===== config.mk =====
export PLATFORM = sky130hd
export DESIGN_NAME = bps_top
export DESIGN_NICKNAME = d
export VERILOG_FILES = /design/src/include/bps_pkg.sv /design/src/verilog/bps_sync2.sv /design/src/verilog/bps_top.sv
export SDC_FILE = /design/constraint.sdc
export NUM_CORES = 1
export LEC_CHECK = 0
export BUFFER_PORTS_ARGS = -buffer_cell sky130_fd_sc_hd__clkbuf_2
export CAP_MARGIN = 20
export CELL_PAD_IN_SITES_DETAIL_PLACEMENT = 1
export CELL_PAD_IN_SITES_GLOBAL_PLACEMENT = 1
export CORE_UTILIZATION = 48
export DETAILED_ROUTE_END_ITERATION = 10
export PLACE_DENSITY = 0.86
export RECOVER_POWER = 100
export SYNTH_ARGS = -nofsm -noshare
export SYNTH_HDL_FRONTEND = slang
export SYNTH_SLANG_ARGS = --single-unit

===== constraint.sdc =====
create_clock -name clk -period 41.1 [get_ports clk]
set_input_delay 6.165 -clock clk [delete_from_list [all_inputs] [get_ports clk]]
set_output_delay 6.165 -clock clk [all_outputs]
set_load 0.05 [all_outputs]

===== src/include/bps_pkg.sv =====
// Package of constants and types for the battery profile select block.
`default_nettype none
package bps_pkg;
   localparam logic [6:0] I2C_ADDR = 7'h55;
   localparam logic [7:0] STATUS_CMD = 8'h6A;
   localparam logic [7:0] STATUS_HI_CMD = 8'h6B;
   localparam logic [7:0] CTRL_CMD = 8'h00;
   localparam logic [7:0] CMD_MAX = 8'h7F;
   localparam logic [7:0] STATUS_RST = 8'h00;
   localparam logic [7:0] CTRL_RST = 8'h00;
   localparam int LU_BIT = 0;
   localparam int UNSUP_BIT = 1;
   localparam int HIB_BIT = 0;
   localparam logic [3:0] BYTE_BITS = 4'h8;
   localparam logic [15:0] PACK0_ID_MV = 16'h006E;
   localparam logic [15:0] PACK1_ID_MV = 16'h042E;
   localparam int CLK_PERIOD_NS = 25;
   localparam int BUS_STUCK_TIMEOUT_NS = 2000000;
   localparam int BUS_STUCK_CYCLES = BUS_STUCK_TIMEOUT_NS / CLK_PERIOD_NS;
   // Profile manager states.
   typedef enum logic [2:0] {
      P_EMPTY = 3'b000,
      P_OCV = 3'b001,
      P_SOC = 3'b010,
      P_LOAD = 3'b011,
      P_CALC = 3'b100,
      P_SEL = 3'b101,
      P_COPY = 3'b110,
      P_GAUGE = 3'b111
   } bps_prof_st_t;
   // Serial engine states.
   typedef enum logic [3:0] {
      I_IDLE = 4'b0000,
      I_ADDR = 4'b0001,
      I_AACK = 4'b0010,
      I_CMD = 4'b0011,
      I_CACK = 4'b0100,
      I_WDAT = 4'b0101,
      I_DACK = 4'b0110,
      I_RDAT = 4'b0111,
      I_RACK = 4'b1000
   } bps_i2c_st_t;
endpackage
`default_nettype wire


===== src/verilog/bps_sync2.sv =====
// Two flip-flop synchroniser for asynchronous inputs.
`default_nettype none
module bps_sync2 #(
   parameter int W = 1,
   parameter logic [W-1:0] INIT = '0
) (
   input wire logic clk,
   input wire logic reset_n,
   input wire logic [W-1:0] d,
   output logic [W-1:0] q
);
   // First stage; only the second stage reads it.
   logic [W-1:0] meta_reg;

   // Reset to the idle level so no false edge appears at release.
   always_ff @(posedge clk or negedge reset_n) begin
      if (!reset_n) begin
         meta_reg <= INIT;
         q <= INIT;
      end else begin
         meta_reg <= d;
         q <= meta_reg;
      end
   end
endmodule
`default_nettype wire


===== src/verilog/bps_top.sv =====
// Battery profile selection with its serial register port.
`default_nettype none
module bps_top
   import bps_pkg::*;
#(
   parameter int BUS_STUCK_CYC = BUS_STUCK_CYCLES,
   parameter logic [15:0] RA_TOL = 16'h0010,
   parameter int ID_PCT = 10
) (
   input wire logic clk,
   input wire logic reset_n,
   input wire logic scl_in,
   output logic scl_out,
   output logic scl_oe,
   input wire logic sda_in,
   output logic sda_out,
   output logic sda_oe,
   input wire logic pack_present,
   input wire logic variant_has_id,
   input wire logic default_sel,
   input wire logic meas_done,
   input wire logic [15:0] ocv_mv,
   input wire logic [15:0] load_mv,
   input wire logic [15:0] load_ma,
   input wire logic [15:0] pack_id_sense_mv,
   input wire logic [15:0] dyn_ra0,
   input wire logic [15:0] dyn_ra1,
   input wire logic [15:0] def_ra0,
   input wire logic [15:0] def_ra1,
   input wire logic default_download_done,
   output logic battery_good_out_n,
   output logic meas_req,
   output logic [7:0] soc_out,
   output logic [15:0] impedance_out,
   output logic copy_strobe,
   output logic copy_src,
   output logic copy_dst,
   output logic last_used_profile_bit,
   output logic unknown_pack_flag,
   output logic hibernate_out,
   output logic i2c_sleep_out
);

   ////////////////////////////////////////////////////////////////////////
   // Input synchronisers.
   logic [1:0] line_s; // Synchronised SCL (1) and SDA (0).
   logic pres_s; // Synchronised pack presence.
   bps_sync2 #(.W(2), .INIT(2'h3)) u_line_sync (
      .clk(clk), .reset_n(reset_n), .d({scl_in, sda_in}), .q(line_s));
   bps_sync2 #(.W(1), .INIT(1'h0)) u_pres_sync (
      .clk(clk), .reset_n(reset_n), .d(pack_present), .q(pres_s));

   logic scl_s, sda_s, scl_p_reg, sda_p_reg;
   assign scl_s = line_s[1];
   assign sda_s = line_s[0];
   // Previous line levels give edges and bus conditions.
   always_ff @(posedge clk or negedge reset_n) begin
      if (!reset_n) begin
         scl_p_reg <= 1'b1;
         sda_p_reg <= 1'b1;
      end else begin
         scl_p_reg <= scl_s;
         sda_p_reg <= sda_s;
      end
   end
   wire scl_rise = scl_s && !scl_p_reg;
   wire scl_fall = !scl_s && scl_p_reg;
   wire start_ev = scl_s && scl_p_reg && sda_p_reg && !sda_s;
   wire stop_ev = scl_s && scl_p_reg && !sda_p_reg && sda_s;
   wire line_low = !scl_s || !sda_s;

   ////////////////////////////////////////////////////////////////////////
   // Straps are caught once after reset release and then held.
   logic strap_done_reg, has_id_reg, def_sel_reg;
   always_ff @(posedge clk or negedge reset_n) begin
      if (!reset_n) begin
         strap_done_reg <= 1'b0;
         has_id_reg <= 1'b0;
         def_sel_reg <= 1'b0;
      end else if (!strap_done_reg) begin
         strap_done_reg <= 1'b1;
         has_id_reg <= variant_has_id;
         def_sel_reg <= default_sel;
      end
   end

   ////////////////////////////////////////////////////////////////////////
   // Matching helpers.
   // Impedance match within the fixed tolerance.
   function automatic logic ra_near(input logic [15:0] a, input logic [15:0] b);
      logic [15:0] d;
      d = (a > b) ? (a - b) : (b - a);
      return d <= RA_TOL;
   endfunction
   // ID voltage inside a percentage window around a level.
   function automatic logic id_near(input logic [15:0] v, input logic [15:0] lvl);
      logic [31:0] d;
      d = (v > lvl) ? 32'(v - lvl) : 32'(lvl - v);
      return (d * 32'd100) <= (32'(lvl) * 32'(ID_PCT));
   endfunction

   ////////////////////////////////////////////////////////////////////////
   // Profile manager.
   bps_prof_st_t prof_st_reg;
   logic [15:0] ocv_reg, vld_reg, ild_reg, id_reg;
   logic first_done_reg;
   logic [15:0] diff_v;
   assign diff_v = (ocv_reg > vld_reg) ? (ocv_reg - vld_reg) : 16'h0000;
   // Division is guarded so a zero load current gives zero impedance.
   wire [15:0] imped_calc = (ild_reg == 16'h0000) ? 16'h0000 : diff_v / ild_reg;
   wire m_dyn0 = ra_near(impedance_out, dyn_ra0);
   wire m_dyn1 = ra_near(impedance_out, dyn_ra1);
   // Closest default: smaller distance wins, ties go to default 0.
   wire [15:0] dd0 = (impedance_out > def_ra0) ? impedance_out - def_ra0 : def_ra0 - impedance_out;
   wire [15:0] dd1 = (impedance_out > def_ra1) ? impedance_out - def_ra1 : def_ra1 - impedance_out;
   wire close_def = dd1 < dd0;
   wire id0 = id_near(id_reg, PACK0_ID_MV);
   wire id1 = id_near(id_reg, PACK1_ID_MV);
   wire id_n = !id0; // Profile chosen by ID, valid when id0 or id1.
   wire unsup_set = (prof_st_reg == P_SEL) && has_id_reg && !id0 && !id1;
   // The engine is busy during the OCV measurement and while it computes.
   wire i2c_ready = (prof_st_reg != P_OCV) && (prof_st_reg != P_CALC);

   // Sequencing of insertion, measurement and selection.
   always_ff @(posedge clk or negedge reset_n) begin
      if (!reset_n) begin
         prof_st_reg <= P_EMPTY;
         battery_good_out_n <= 1'b1;
         meas_req <= 1'b0;
      end else begin
         unique case (prof_st_reg)
            P_EMPTY: begin
               battery_good_out_n <= 1'b1;
               if (pres_s) begin
                  prof_st_reg <= P_OCV;
                  meas_req <= 1'b1;
               end
            end
            P_OCV: if (meas_done) begin
               prof_st_reg <= P_SOC;
               meas_req <= 1'b0;
            end
            P_SOC: begin
               battery_good_out_n <= 1'b0;
               prof_st_reg <= P_LOAD;
               meas_req <= 1'b1;
            end
            P_LOAD: if (meas_done) begin
               prof_st_reg <= P_CALC;
               meas_req <= 1'b0;
            end
            P_CALC: prof_st_reg <= P_SEL;
            P_SEL: prof_st_reg <= first_done_reg ? P_GAUGE : P_COPY;
            P_COPY: prof_st_reg <= P_GAUGE;
            P_GAUGE: if (!pres_s) begin
               prof_st_reg <= P_EMPTY;
               battery_good_out_n <= 1'b1;
            end
         endcase
      end
   end

   // Measured values, state of charge and impedance.
   always_ff @(posedge clk or negedge reset_n) begin
      if (!reset_n) begin
         ocv_reg <= 16'h0000;
         vld_reg <= 16'h0000;
         ild_reg <= 16'h0000;
         id_reg <= 16'h0000;
         soc_out <= 8'h00;
         impedance_out <= 16'h0000;
      end else begin
         if (prof_st_reg == P_OCV && meas_done) ocv_reg <= ocv_mv;
         if (prof_st_reg == P_LOAD && meas_done) begin
            vld_reg <= load_mv;
            ild_reg <= load_ma;
            id_reg <= pack_id_sense_mv;
         end
         // The OCV table is held outside; its index is the top OCV byte.
         if (prof_st_reg == P_SOC) soc_out <= ocv_reg[15:8];
         if (prof_st_reg == P_CALC) impedance_out <= imped_calc;
      end
   end

   // Profile choice and copy strobes toward the profile store.
   logic sel_n, copy2_src, copy2_dst;
   always_ff @(posedge clk or negedge reset_n) begin
      if (!reset_n) begin
         first_done_reg <= 1'b0;
         last_used_profile_bit <= 1'b0;
         copy_strobe <= 1'b0;
         copy_src <= 1'b0;
         copy_dst <= 1'b0;
         copy2_src <= 1'b0;
         copy2_dst <= 1'b0;
      end else begin
         copy_strobe <= 1'b0;
         if (prof_st_reg == P_SEL && !first_done_reg) begin
            // First use seeds both dynamic profiles.
            first_done_reg <= 1'b1;
            copy_strobe <= 1'b1;
            copy_dst <= 1'b0;
            copy2_dst <= 1'b1;
            copy_src <= has_id_reg ? 1'b0 : def_sel_reg;
            copy2_src <= has_id_reg ? 1'b1 : def_sel_reg;
            if (has_id_reg && (id0 || id1)) last_used_profile_bit <= id_n;
            if (!has_id_reg) last_used_profile_bit <= 1'b0;
         end else if (prof_st_reg == P_SEL && !has_id_reg) begin
            if (m_dyn0) last_used_profile_bit <= 1'b0;
            else if (m_dyn1) last_used_profile_bit <= 1'b1;
            else begin
               // New pack: the last used dynamic profile is spared.
               copy_strobe <= 1'b1;
               copy_src <= close_def;
               copy_dst <= !last_used_profile_bit;
               last_used_profile_bit <= !last_used_profile_bit;
            end
         end else if (prof_st_reg == P_SEL && (id0 || id1)) begin
            last_used_profile_bit <= id_n;
            if (!(id_n ? m_dyn1 : m_dyn0)) begin
               copy_strobe <= 1'b1;
               copy_src <= id_n;
               copy_dst <= id_n;
            end
         end else if (prof_st_reg == P_COPY) begin
            copy_strobe <= 1'b1;
            copy_src <= copy2_src;
            copy_dst <= copy2_dst;
         end
      end
   end
   assign sel_n = last_used_profile_bit;

   // Unsupported flag: a new mismatch wins over a download clear.
   always_ff @(posedge clk or negedge reset_n) begin
      if (!reset_n) unknown_pack_flag <= 1'b0;
      else if (unsup_set) unknown_pack_flag <= 1'b1;
      else if (default_download_done) unknown_pack_flag <= 1'b0;
   end

   ////////////////////////////////////////////////////////////////////////
   // Bus stuck watchdog.
   logic [31:0] stk_cnt_reg;
   logic stuck_reg;
   always_ff @(posedge clk or negedge reset_n) begin
      if (!reset_n) begin
         stk_cnt_reg <= 32'h0000_0000;
         stuck_reg <= 1'b0;
         i2c_sleep_out <= 1'b0;
      end else if (!line_low) begin
         stk_cnt_reg <= 32'h0000_0000;
         stuck_reg <= 1'b0;
         i2c_sleep_out <= 1'b0;
      end else if (stuck_reg) begin
         i2c_sleep_out <= 1'b1;
      end else if (stk_cnt_reg >= 32'(BUS_STUCK_CYC - 1)) begin
         stuck_reg <= 1'b1;
      end else begin
         stk_cnt_reg <= stk_cnt_reg + 32'h0000_0001;
      end
   end

   ////////////////////////////////////////////////////////////////////////
   // Serial slave engine.
   bps_i2c_st_t i2c_st_reg;
   logic [3:0] bit_cnt_reg;
   logic [7:0] sh_reg, rd_reg, ptr_reg, ctrl_reg;
   logic wr_seen_reg, mack_reg, sda_oe_reg;
   wire [7:0] status_byte = {6'h00, unknown_pack_flag, sel_n};
   wire byte_end = scl_fall && (bit_cnt_reg == BYTE_BITS);
   wire addr_hit = sh_reg[7:1] == I2C_ADDR;
   wire wr_ok = (ptr_reg == CTRL_CMD) && !wr_seen_reg;
   wire [7:0] ptr_inc = ptr_reg + 8'h01;
   // Read data by location; unmapped locations read zero.
   function automatic logic [7:0] rd_byte(input logic [7:0] a, input logic [7:0] st,
         input logic [7:0] ct);
      if (a == STATUS_CMD) return st;
      if (a == CTRL_CMD) return ct;
      return 8'h00;
   endfunction
   // Bytes at the pointer and at the next location; the register values are
   // passed in so that every source is visible to the continuous assignment.
   wire [7:0] rd_cur = rd_byte(ptr_reg, status_byte, ctrl_reg);
   wire [7:0] rd_nxt = rd_byte(ptr_inc, status_byte, ctrl_reg);

   // Shift in on SCL rise; act and drive on SCL fall.
   always_ff @(posedge clk or negedge reset_n) begin
      if (!reset_n) begin
         i2c_st_reg <= I_IDLE;
         bit_cnt_reg <= 4'h0;
         sh_reg <= 8'h00;
         rd_reg <= 8'h00;
         ptr_reg <= 8'h00;
         wr_seen_reg <= 1'b0;
         mack_reg <= 1'b1;
         sda_oe_reg <= 1'b0;
      end else if (stuck_reg) begin
         i2c_st_reg <= I_IDLE;
         sda_oe_reg <= 1'b0;
      end else if (start_ev || stop_ev) begin
         i2c_st_reg <= start_ev ? I_ADDR : I_IDLE;
         bit_cnt_reg <= 4'h0;
         sda_oe_reg <= 1'b0;
      end else if (scl_rise) begin
         // Acknowledge clocks do not shift, so the direction bit survives.
         if (i2c_st_reg == I_RACK) mack_reg <= sda_s;
         else if (i2c_st_reg inside {I_ADDR, I_CMD, I_WDAT}) begin
            sh_reg <= {sh_reg[6:0], sda_s};
            bit_cnt_reg <= bit_cnt_reg + 4'h1;
         end
      end else if (scl_fall) begin
         unique case (i2c_st_reg)
            I_IDLE: sda_oe_reg <= 1'b0;
            I_ADDR: if (byte_end) begin
               // Own address and ready: acknowledge, else go silent.
               sda_oe_reg <= addr_hit && i2c_ready;
               i2c_st_reg <= (addr_hit && i2c_ready) ? I_AACK : I_IDLE;
            end
            I_AACK: begin
               bit_cnt_reg <= 4'h0;
               if (sh_reg[0]) begin
                  // Read with no command byte reads at the pointer.
                  rd_reg <= {rd_cur[6:0], 1'b0};
                  sda_oe_reg <= !rd_cur[7];
                  bit_cnt_reg <= 4'h1;
                  i2c_st_reg <= I_RDAT;
               end else begin
                  sda_oe_reg <= 1'b0;
                  i2c_st_reg <= I_CMD;
               end
            end
            I_CMD: if (byte_end) begin
               sda_oe_reg <= (sh_reg <= CMD_MAX);
               ptr_reg <= sh_reg;
               i2c_st_reg <= (sh_reg <= CMD_MAX) ? I_CACK : I_IDLE;
            end
            I_CACK: begin
               sda_oe_reg <= 1'b0;
               bit_cnt_reg <= 4'h0;
               wr_seen_reg <= 1'b0;
               i2c_st_reg <= I_WDAT;
            end
            I_WDAT: if (byte_end) begin
               // Only the first byte to a writable location is taken.
               sda_oe_reg <= wr_ok;
               wr_seen_reg <= 1'b1;
               if (wr_ok) ptr_reg <= ptr_inc;
               i2c_st_reg <= I_DACK;
            end
            I_DACK: begin
               sda_oe_reg <= 1'b0;
               bit_cnt_reg <= 4'h0;
               i2c_st_reg <= I_WDAT;
            end
            I_RDAT: if (bit_cnt_reg == BYTE_BITS) begin
               sda_oe_reg <= 1'b0;
               i2c_st_reg <= I_RACK;
            end else begin
               sda_oe_reg <= !rd_reg[7];
               rd_reg <= {rd_reg[6:0], 1'b0};
               bit_cnt_reg <= bit_cnt_reg + 4'h1;
            end
            I_RACK: if (!mack_reg) begin
               // Master acknowledged: step on and send the next byte.
               ptr_reg <= ptr_inc;
               rd_reg <= {rd_nxt[6:0], 1'b0};
               sda_oe_reg <= !rd_nxt[7];
               bit_cnt_reg <= 4'h1;
               i2c_st_reg <= I_RDAT;
            end else begin
               sda_oe_reg <= 1'b0;
               i2c_st_reg <= I_IDLE;
            end
            default: i2c_st_reg <= I_IDLE;
         endcase
      end
   end

   // Control byte write and hibernate; only own address wakes.
   always_ff @(posedge clk or negedge reset_n) begin
      if (!reset_n) begin
         ctrl_reg <= CTRL_RST;
         hibernate_out <= 1'b0;
      end else begin
         if (scl_fall && i2c_st_reg == I_WDAT && byte_end && wr_ok) begin
            ctrl_reg <= sh_reg;
            hibernate_out <= sh_reg[HIB_BIT];
         end else if (scl_fall && i2c_st_reg == I_ADDR && byte_end && addr_hit) begin
            hibernate_out <= 1'b0;
         end
      end
   end

   // Open-drain pins only ever pull low; SCL is never stretched.
   always_ff @(posedge clk or negedge reset_n) begin
      if (!reset_n) begin
         scl_out <= 1'b0;
         sda_out <= 1'b0;
         scl_oe <= 1'b0;
         sda_oe <= 1'b0;
      end else begin
         scl_out <= 1'b0;
         sda_out <= 1'b0;
         scl_oe <= 1'b0;
         sda_oe <= sda_oe_reg && !stuck_reg;
      end
   end
endmodule
`default_nettype wire


# Word-level counts from Yosys, hierarchy flattened
# Cells that the tools add are included.
# word_totals
regBits	190
in_bits	137
output_inout_bits	37
elab_cells	325
# classes
n_addsub	16
mul	2
div	1
n_lt_le_gt_ge	14
eq_ne	49
muxes	120
n_bitwise	4
reduce_logical	80
# ops
operator	n
$mux W32	5
$sub A16 B16 Y16	9
$mux W8	15
$mux W16	6
$gt A16 B16 Y1	5
$mul A32 B5 Y30 const B	2
$mux W1	62
$mux W4	15
$pmux W8 S3	2
$add A32 B1 Y32 const B	1
$ge A32 B17 Y1 const B	1
$le A16 B5 Y1 const B	2
$le A32 B11 Y1 const B	1
$le A32 B14 Y1 const B	1
$pmux W4 S8	1
$logic_and A1 B1 Y1	27
$ne A4 B4 Y1 const B	6
$pmux W3 S8	1
$reduce_bool A3 Y1	8
$ne A2 B2 Y1 const B	11
$mux W3	7
$ne A3 B3 Y1 const B	6
$sub A11 B16 Y17 const A	1
$sub A16 B11 Y17 const B	1
47 further kinds	90

# Depth between registers and ports, before layout
# Gate-level depths: netlist of run 1.
# depth
ltp_word	13
mapped_depth	158
depth_no_buf	151

# Hierarchy
# From an unflattened synthesis of run 1, not the netlist that was laid out.
# unflattened
cells_unflattened	3345
hier_area_um2	26633.0
# modules_own_cells
mod	n_inst	cells_each	area_per_inst_um2	seq_area_each_um2
bps_top	1	3339	26477.9	4584.4
bps_sync2 at u_line_sync	1	4	105.1	105.1
bps_sync2 at u_pres_sync	1	2	50.0	50.0

# Worst setup path after synthesis of run 1
# Ideal clock, no wire load.
# synth_path
path_kind	register to register
startpoint	register vld_reg[0]
endpoint	register impedance_out[0]
setup_time_ps	127
arrival_ps	28405
required_time_ps	40973
path_slack_ps	12568
path_stages_with_launch	155
path_buffers	10
period_less_slack_ps	28532
path_cell_list	dfrtp_1 -> ha_1 -> fa_1 -> nor2b_1 -> o21ai_1 -> a21oi_4 -> o311ai_1 -> a21o_1 -> buf_6 -> or4_4 -> nand2_1 -> ha_1 -> nand2_1 -> a32o_1 -> inv_1 -> ha_1 -> o21a_1 -> o2111ai_1 -> [... 119 more ...] -> a21oi_1 -> nand2b_1 -> a21o_1 -> clkbuf_1 -> nand2_1 -> o21ai_0 -> ha_1 -> a21o_1 -> a21o_1 -> a21o_1 -> a21o_1 -> a21o_1 -> a21o_1 -> a211oi_1 -> o21ai_0 -> a31o_2 -> a21oi_1 -> o21ai_0
# synth_between
elab_chain_len	4
word_cells_on_any_way	5
classes_between	add/sub: 1; div: 1; order compare: 1; mux: 2
# synth_rtl
element	line_no	source
start: declaration	bps_top.sv:105	logic [15:0] ocv_reg, vld_reg, ild_reg, id_reg;
start signal: assignment	bps_top.sv:175	vld_reg <= load_mv;
$sub A16 B16 Y16 or $gt A16 B16 Y1 (tied branches)	bps_top.sv:108	assign diff_v = (ocv_reg > vld_reg) ? (ocv_reg - vld_reg) : 16'h0000;
$mux W16 (*)	bps_top.sv:108	
$div A16 B16 Y16 (*)	bps_top.sv:110	wire [15:0] imped_calc = (ild_reg == 16'h0000) ? 16'h0000 : diff_v / ild_reg;
$mux W16 (*)	bps_top.sv:110	
end signal: assignment	bps_top.sv:181	if (prof_st_reg == P_CALC) impedance_out <= imped_calc;
end: declaration	bps_top.sv:34	output logic [15:0] impedance_out,
# Every way passes the cells marked *; elsewhere a longest branch is shown, timed or not.
# A chain may end at the register's enable or synchronous reset.

# Final worst setup path of run 1
# layout_path
startpoint	register ocv_reg[0]
endpoint	register impedance_out[0]
# layout_between
elab_chain_len	4
word_cells_on_any_way	5
classes_between	add/sub: 1; div: 1; order compare: 1; mux: 2
# layout_rtl
element	line_no	source
start: declaration	bps_top.sv:105	
start signal: assignment	bps_top.sv:173	if (prof_st_reg == P_OCV && meas_done) ocv_reg <= ocv_mv;
$sub A16 B16 Y16 or $gt A16 B16 Y1 (tied branches)	bps_top.sv:108	
$mux W16 (*)	bps_top.sv:108	
$div A16 B16 Y16 (*)	bps_top.sv:110	
$mux W16 (*)	bps_top.sv:110	
# Marks and branches as above.

==> results of run 1 <==
-- routing by layer --
metal / vias up / share of wire (%)
met4: 4 / 4.0
li1: 11900 / -
met1: 12500 / 43
met5: - / 0.027
met2: 598 / 49
met3: 175 / 4.3
-- worst max path at each step --
stage / start / end / slack, ns / cells past startpoint
finish: ocv_reg[0]$_DFFE_PN0P_ / impedance_out[0]$_DFFE_PN0P_ / 4.61 / 144
global route: ocv_reg[0]$_DFFE_PN0P_ / impedance_out[0]$_DFFE_PN0P_ / 1.96 / 148
CTS: ocv_reg[0]$_DFFE_PN0P_ / impedance_out[0]$_DFFE_PN0P_ / 6.85 / 146
detailed placement: ocv_reg[0]$_DFFE_PN0P_ / impedance_out[0]$_DFFE_PN0P_ / 7.09 / 146
global placement: ocv_reg[0]$_DFFE_PN0P_ / impedance_out[0]$_DFFE_PN0P_ / 9.16 / 143
floorplan: vld_reg[0]$_DFFE_PN0P_ / impedance_out[0]$_DFFE_PN0P_ / 12.57 / 154
-- Yosys cell counts, drive strengths merged (15+ instances only) --
cell,instances,area (um^2)
mux2i,53,556
mux2,119,1340
xnor2,82,718
o31ai,22,170
and3,30,188
nand2,235,882
o21a,77,578
nor4,24,178
xor2,64,561
nor2b,43,272
a21o,145,1090
buf,36,199
clkbuf,68,255
inv,285,1070
o21ai,177,890
o211ai,25,188
a31oi,41,284
nand2b,29,181
o21bai,22,165
nand4,41,263
or3,27,169
nor3,106,547
a211oi,20,155
nor2,259,982
dfrtp,181,4530
nand3,62,310
and2,43,269
a21oi,225,1160
fa,39,781
ha,408,5100
a21boi,15,113
-- cell usage in the layout, fill, tap and decap left out, types with 27 or more instances in the layout --
| master | netlist | routed |
|---|---|---|
| ha_1 | 408 | 408 |
| inv_1 | 284 | 284 |
| nor2_1 | 257 | 257 |
| nand2_1 | 235 | 235 |
| a21oi_1 | 222 | 224 |
| dfrtp_1 | 181 | 181 |
| o21ai_0 | 158 | 166 |
| a21o_1 | 145 | 145 |
| clkbuf_2 | 0 | 134 |
| mux2_2 | 116 | 109 |
| nor3_1 | 104 | 104 |
| xnor2_1 | 82 | 82 |
| o21a_1 | 77 | 77 |
| xor2_1 | 64 | 64 |
| nand3_1 | 62 | 62 |
| mux2i_1 | 51 | 51 |
| clkbuf_1 | 68 | 43 |
| nor2b_1 | 42 | 42 |
| nand4_1 | 40 | 40 |
| fa_1 | 39 | 39 |
| a31oi_1 | 38 | 38 |
| and2_1 | 43 | 30 |
| and3_1 | 30 | 30 |
| nand2b_1 | 29 | 29 |
| or3_1 | 27 | 27 |
-- through the flow --
step / instances / setup WS, ns / area (um^2)
after floorplan: 3242 / 12.57 / 26400
after global placement: 4019 / 9.16 / 27800
after detailed placement: 4019 / 7.09 / 27800
after CTS: 4051 / 6.85 / 28400
after global routing: 4057 / 1.96 / 28300
final: 4057 / 4.61 / 28300
-- final cells by class --
cell class / count / area, um^2 / area share, %
Antenna cell: 2 / 5.00 / 0.0177
Sequential cell: 189 / 4740 / 16.7
Timing Repair Buffer: 189 / 922 / 3.26
Tap cell: 696 / 871 / 3.08
Inverter: 285 / 1070 / 3.78
Multi-Input combinational cell: 2664 / 20100 / 70.8
Clock buffer: 17 / 425 / 1.50
Clock inverter: 15 / 228 / 0.804
-- cells by family after synthesis --
| family | Yosys count | synth area share (%) |
|---|---|---|
| other | 2 | 0.0285 |
| xor gates and xnor gates | 146 | 4.85 |
| adders and majority gates | 447 | 22.3 |
| DFF | 189 | 18.0 |
| AOI/OAI and AO/OA | 943 | 24.1 |
| buffers and inverters | 389 | 5.78 |
| and+or+nand+nor | 952 | 17.7 |
| muxes | 172 | 7.20 |
==> impl_metrics.py, run 1 <==
metrics = {
    "status": {
        "status": "finished, violations left",
        "failed_checks": "max-capacitance violations, max-slew violations",
    },
    "sta": {
        "whs_ns": 0.366,
        "slew_headroom_pct": -328,
        "fin_setup_tns_ns": 0,
        "worst_pin_slew_ns": 6.42,
        "timing.fmax_mhz": 27.4,
        "rsz0062_at_grt": "false",
        "skew_ns": 0.0218,
        "hold_violations": 0,
        "slew_viol_final": 266,
        "fin_crit_sh_pct": 88.8,
        "layout_min_cycle_time_ns": 36.49,
        "setup_viol": 0,
    },
    "setup_path": {
        "cp.arrival_ns": 36.85,
        "cp_common_cell": "o21a_1",
        "worst_r2r_endpoint": "impedance_out[0]$_DFFE_PN0P_",
        "crit_family": "compound AO/OA/AOI/OAI gates",
        "reg2reg_depth": 144,
        "worst_setup_path_end_kind": "register",
        "cp.required_ns": 41.46,
        "r2r_setup_slack_ns": 4.61,
        "reg2reg_from": "ocv_reg[0]$_DFFE_PN0P_",
        "crit_path_top_delay_cell": "a31oi_1",
        "path_max_fanout": 22,
        "start_kind": "register",
        "worstSetupPathType": "reg -> reg",
        "critPathMaxStageDelay_ns": 1.11,
        "worst-path-buf-inv": 12,
    },
    "global_routing": {
        "grt_most_used_layer": "met2",
        "grt_pass1_vias": 26600,
        "grt_max_degree": 107,
        "met1_usage_pct": 38.1,
        "grt_overflow_total": 0,
        "grt_first_pass_wirelength_um": 140000,
        "met2_usage_pct": 53.7,
        "antenna_found_initial": 4,
        "grt.total_usage_pct": 31.0,
        "met3_usage_pct": 4.54,
    },
    "yosys": {
        "synth_edf_count": 0,
        "yosysSeqAreaShare_pct": 18.0,
        "synth_cell_types": 106,
        "ys_ff_latch": 189,
        "syn_inst": 3240,
        "yosys_warnings": 0,
        "synth_area_um2": 26400,
        "syn_avg_cell_area_um2": 8.14,
        "synthFlopType": "dfrtp_1",
        "async_flop_share_pct": 100,
    },
    "drt": {
        "ant_nets": 0,
        "drt_pass1_iterations": 5,
        "vias": 25200,
        "drc": 0,
        "viasPerCell": 6.22,
        "wirelength_um": 87500,
        "avgRoutedWirePerCell_um": 21.6,
        "drt_iter0_drc": 1324,
    },
    "cts": {
        "cts_max_path_buffers": 2,
        "clkTransAtPathRegs_ns": 0.10,
        "cts_tree": "built",
        "cts_hold_buf": 0,
        "cts_resized": 0,
        "cts_root_buffer": "clkbuf_16",
        "clock_sinks": 189,
        "clk_latency_ns": 0.50,
        "cts_max_level": 4,
        "cts_post_setup_buffers_inserted": 0,
        "cts_buffers": 17,
    },
    "worst_hold_path": {
        "min_to": "u_line_sync.q[1]$_DFF_PN1_",
        "hold_depth": 0,
        "worstHoldStart": "u_line_sync.meta_reg[1]$_DFF_PN1_",
        "hp-class": "reg -> reg",
    },
    "place": {
        "hpwl_um": 70300,
        "port-buffer-count": 170,
        "gp_congestion": 0.938,
    },
    "die": {
        "die_h_um": 236,
        "ioPinCount": 174,
        "dieArea_um2": 55900,
        "start_util_pct": 48.8,
        "die_w_um": 236,
        "num_rows": 85,
        "core_um2": 54000,
    },
    "cells_and_area": {
        "fill_cells": 6615,
        "area_growth_pct": 7.40,
        "utilization_pct": 52.4,
        "drive_gt1_share_pct": 10.1,
        "largest_reg_flops": 32,
        "nNetsFinal": 3930,
    },
    "run": {
        "maxCapViolations": 5,
    },
}
Power of run 1 is left out: the tool's default activity adds up to more than one toggle a clock period on the data nets, which glitch-free logic cannot reach.
==> run 2: changes to the inputs <==
- SYNTH_HIERARCHICAL: unset -> 1
==> impl_metrics.py, run 2 <==
metrics = {
    "yosys": {
        "synth_cell_types": 96,
        "synth_compound_area_share_pct": 23.0,
        "yosys.area.top_type": "ha_1",
        "synth_xor_area_share_pct": 4.80,
        "ys_top_cells_by_area": "ha_1, dfrtp_1, mux2_2, a21oi_1, nor2_1",
        "async_flop_share_pct": 100,
        "synth_edf_count": 0,
        "synthFlopType": "dfrtp_1",
        "syn_avg_cell_area_um2": 7.96,
        "muxShareOfSynthArea_pct": 7.56,
        "synth_area_um2": 26600,
        "synth_top_family_by_area": "compound AO/OA/AOI/OAI gates",
        "yosys_warnings": 6,
        "synth_most_common_cell": "ha_1",
        "syn_inst": 3345,
        "yosysSeqAreaShare_pct": 17.8,
        "synth_commonest_cells": "ha_1, nor2_1, inv_1, nand2_1, a21oi_1",
        "yosys.area_share.simple_pct": 19.0,
        "ys_ff_latch": 189,
        "synth_top_area_share_pct": 19.2,
        "synth_adder_area_share_pct": 22.1,
    },
    "die": {
        "ioPinCount": 174,
        "die_w_um": 238,
        "dieArea_um2": 56400,
        "num_rows": 85,
        "start_util_pct": 49.0,
        "die_h_um": 238,
        "core_um2": 54300,
    },
    "drt": {
        "drt_iter0_drc": 1448,
        "avgRoutedWirePerCell_um": 21.4,
        "ant_nets": 0,
        "drt_pass1_iterations": 6,
        "vias": 26100,
        "wirelength_um": 90100,
        "viasPerCell": 6.20,
        "drc": 0,
    },
    "place": {
        "gp_congestion": 0.943,
        "dp_slack_ns": 7.45,
        "dp.cells": 4169,
        "hpwl_um": 73100,
        "port-buffer-count": 170,
    },
    "setup_path": {
        "path_max_fanout": 19,
        "cp.arrival_ns": 35.58,
        "worst_setup_path_end_kind": "register",
        "start_kind": "register",
        "cp.required_ns": 41.44,
        "worstSetupPathType": "reg -> reg",
        "crit_path_top_delay_cell": "a21oi_1",
        "critPathMaxStageDelay_ns": 0.79,
        "cp_common_cell": "o21a_1",
    },
    "sta": {
        "layout_min_cycle_time_ns": 35.24,
        "slew_viol_final": 263,
        "fin_crit_sh_pct": 85.8,
        "fin_setup_tns_ns": 0,
        "worst_slack_ns": 5.86,
        "whs_ns": 0.362,
        "slew_headroom_pct": -145,
        "timing.fmax_mhz": 28.4,
        "setup_viol": 0,
        "worst_pin_slew_ns": 3.68,
        "hold_violations": 0,
        "skew_ns": 0.0235,
        "rsz0062_at_grt": "false",
    },
    "cts": {
        "cts_buffers": 17,
        "cts_tree": "built",
        "cts_max_path_buffers": 2,
        "cts_root_buffer": "clkbuf_16",
        "cts_resized": 0,
        "cts_post_setup_buffers_inserted": 0,
        "clkTransAtPathRegs_ns": 0.09,
        "clock_sinks": 189,
        "clk_latency_ns": 0.48,
        "cts_hold_buf": 0,
        "cts_max_level": 4,
    },
    "global_routing": {
        "grt_overflow_total": 0,
        "grt.total_usage_pct": 31.5,
        "antenna_found_initial": 0,
        "grt_first_pass_wirelength_um": 145000,
        "grt_pass1_vias": 27600,
        "grt_max_degree": 125,
    },
    "cells_and_area": {
        "nNetsFinal": 4038,
        "largest_reg_flops": 32,
        "n_antenna_cell": 0,
        "fin_cells": 4206,
        "area_growth_pct": 7.82,
        "drive_gt1_share_pct": 10.3,
        "layout_commonest_cell": "ha_1",
        "final_cell_mix": "ha_1, nor2_1, inv_1",
    },
    "status": {
        "status": "finished, violations left",
        "failed_checks": "max-capacitance violations, max-slew violations",
    },
    "worst_hold_path": {
        "hp-class": "reg -> reg",
    },
    "run": {
        "maxCapViolations": 5,
    },
}
-- run 2: area by class of cell --
class / instances / area [um^2]
fill: 6830 / 25600
multi-input combinational: 2761 / 20400
sequential: 189 / 4740
inverter: 290 / 1090
timing repair buffer: 195 / 951
tap: 739 / 925
clock buffer: 17 / 425
clock inverter: 15 / 180
-- run 2: path summary, 6_finish.rpt --
path | from | to | slack (ns) | cells after the start
setup / recovery | vld_reg[1]$_DFFE_PN0P_ | impedance_out[0]$_DFFE_PN0P_ | 5.86 | 133
hold / removal | u_line_sync/meta_reg[1]$_DFF_PN1_ | u_line_sync/q[1]$_DFF_PN1_ | 0.36 | 0
setup reg to reg | vld_reg[1]$_DFFE_PN0P_ | impedance_out[0]$_DFFE_PN0P_ | 5.86 | 133
hold reg to reg | u_line_sync/meta_reg[1]$_DFF_PN1_ | u_line_sync/q[1]$_DFF_PN1_ | 0.36 | 0
max in group asynchronous | reset_n | def_sel_reg$_DFFE_PN0N_ | 29.54 | 2
min in group asynchronous | reset_n | stk_cnt_reg[26]$_DFFE_PN0P_ | 6.80 | 1
-- run 2: through the flow --
stage,utilization (%),cell area [um^2]
detailed placement,51.9,28200
global placement,51.9,28200
floorplan,-,26600
finish,52.8,28700
CTS,53.0,28800
global route,52.8,28700
-- run 2: critical path: cells and delay by family, from the launching register on --
kind / cells / cell delay, ns
AOI/OAI and AO/OA: 85 / 21.47
adders and majority gates: 17 / 5.31
buffers and inverters: 7 / 2.16
DFF: 1 / 0.39
muxes: 3 / 0.97
and+or+nand+nor: 21 / 4.76
-- run 2: cells by family after synthesis --
family	Yosys count
flops	189
other cells	2
compound gates	936
simple gates	1044
mux	184
xor+xnor	146
fa+ha+maj	447
buf+inv	397
-- run 2: per-layer routing --
metal / share of wire [%] / track usage (%) / vias to the layer above
met2: 49 / 56.1 / 616
li1: - / - / 12300
met5: 0 / 0 / -
met1: 44 / 39.7 / 13000
met4: 3.3 / 11.1 / 0
met3: 3.5 / 2.75 / 180
Power of run 2 is left out for the same reason.
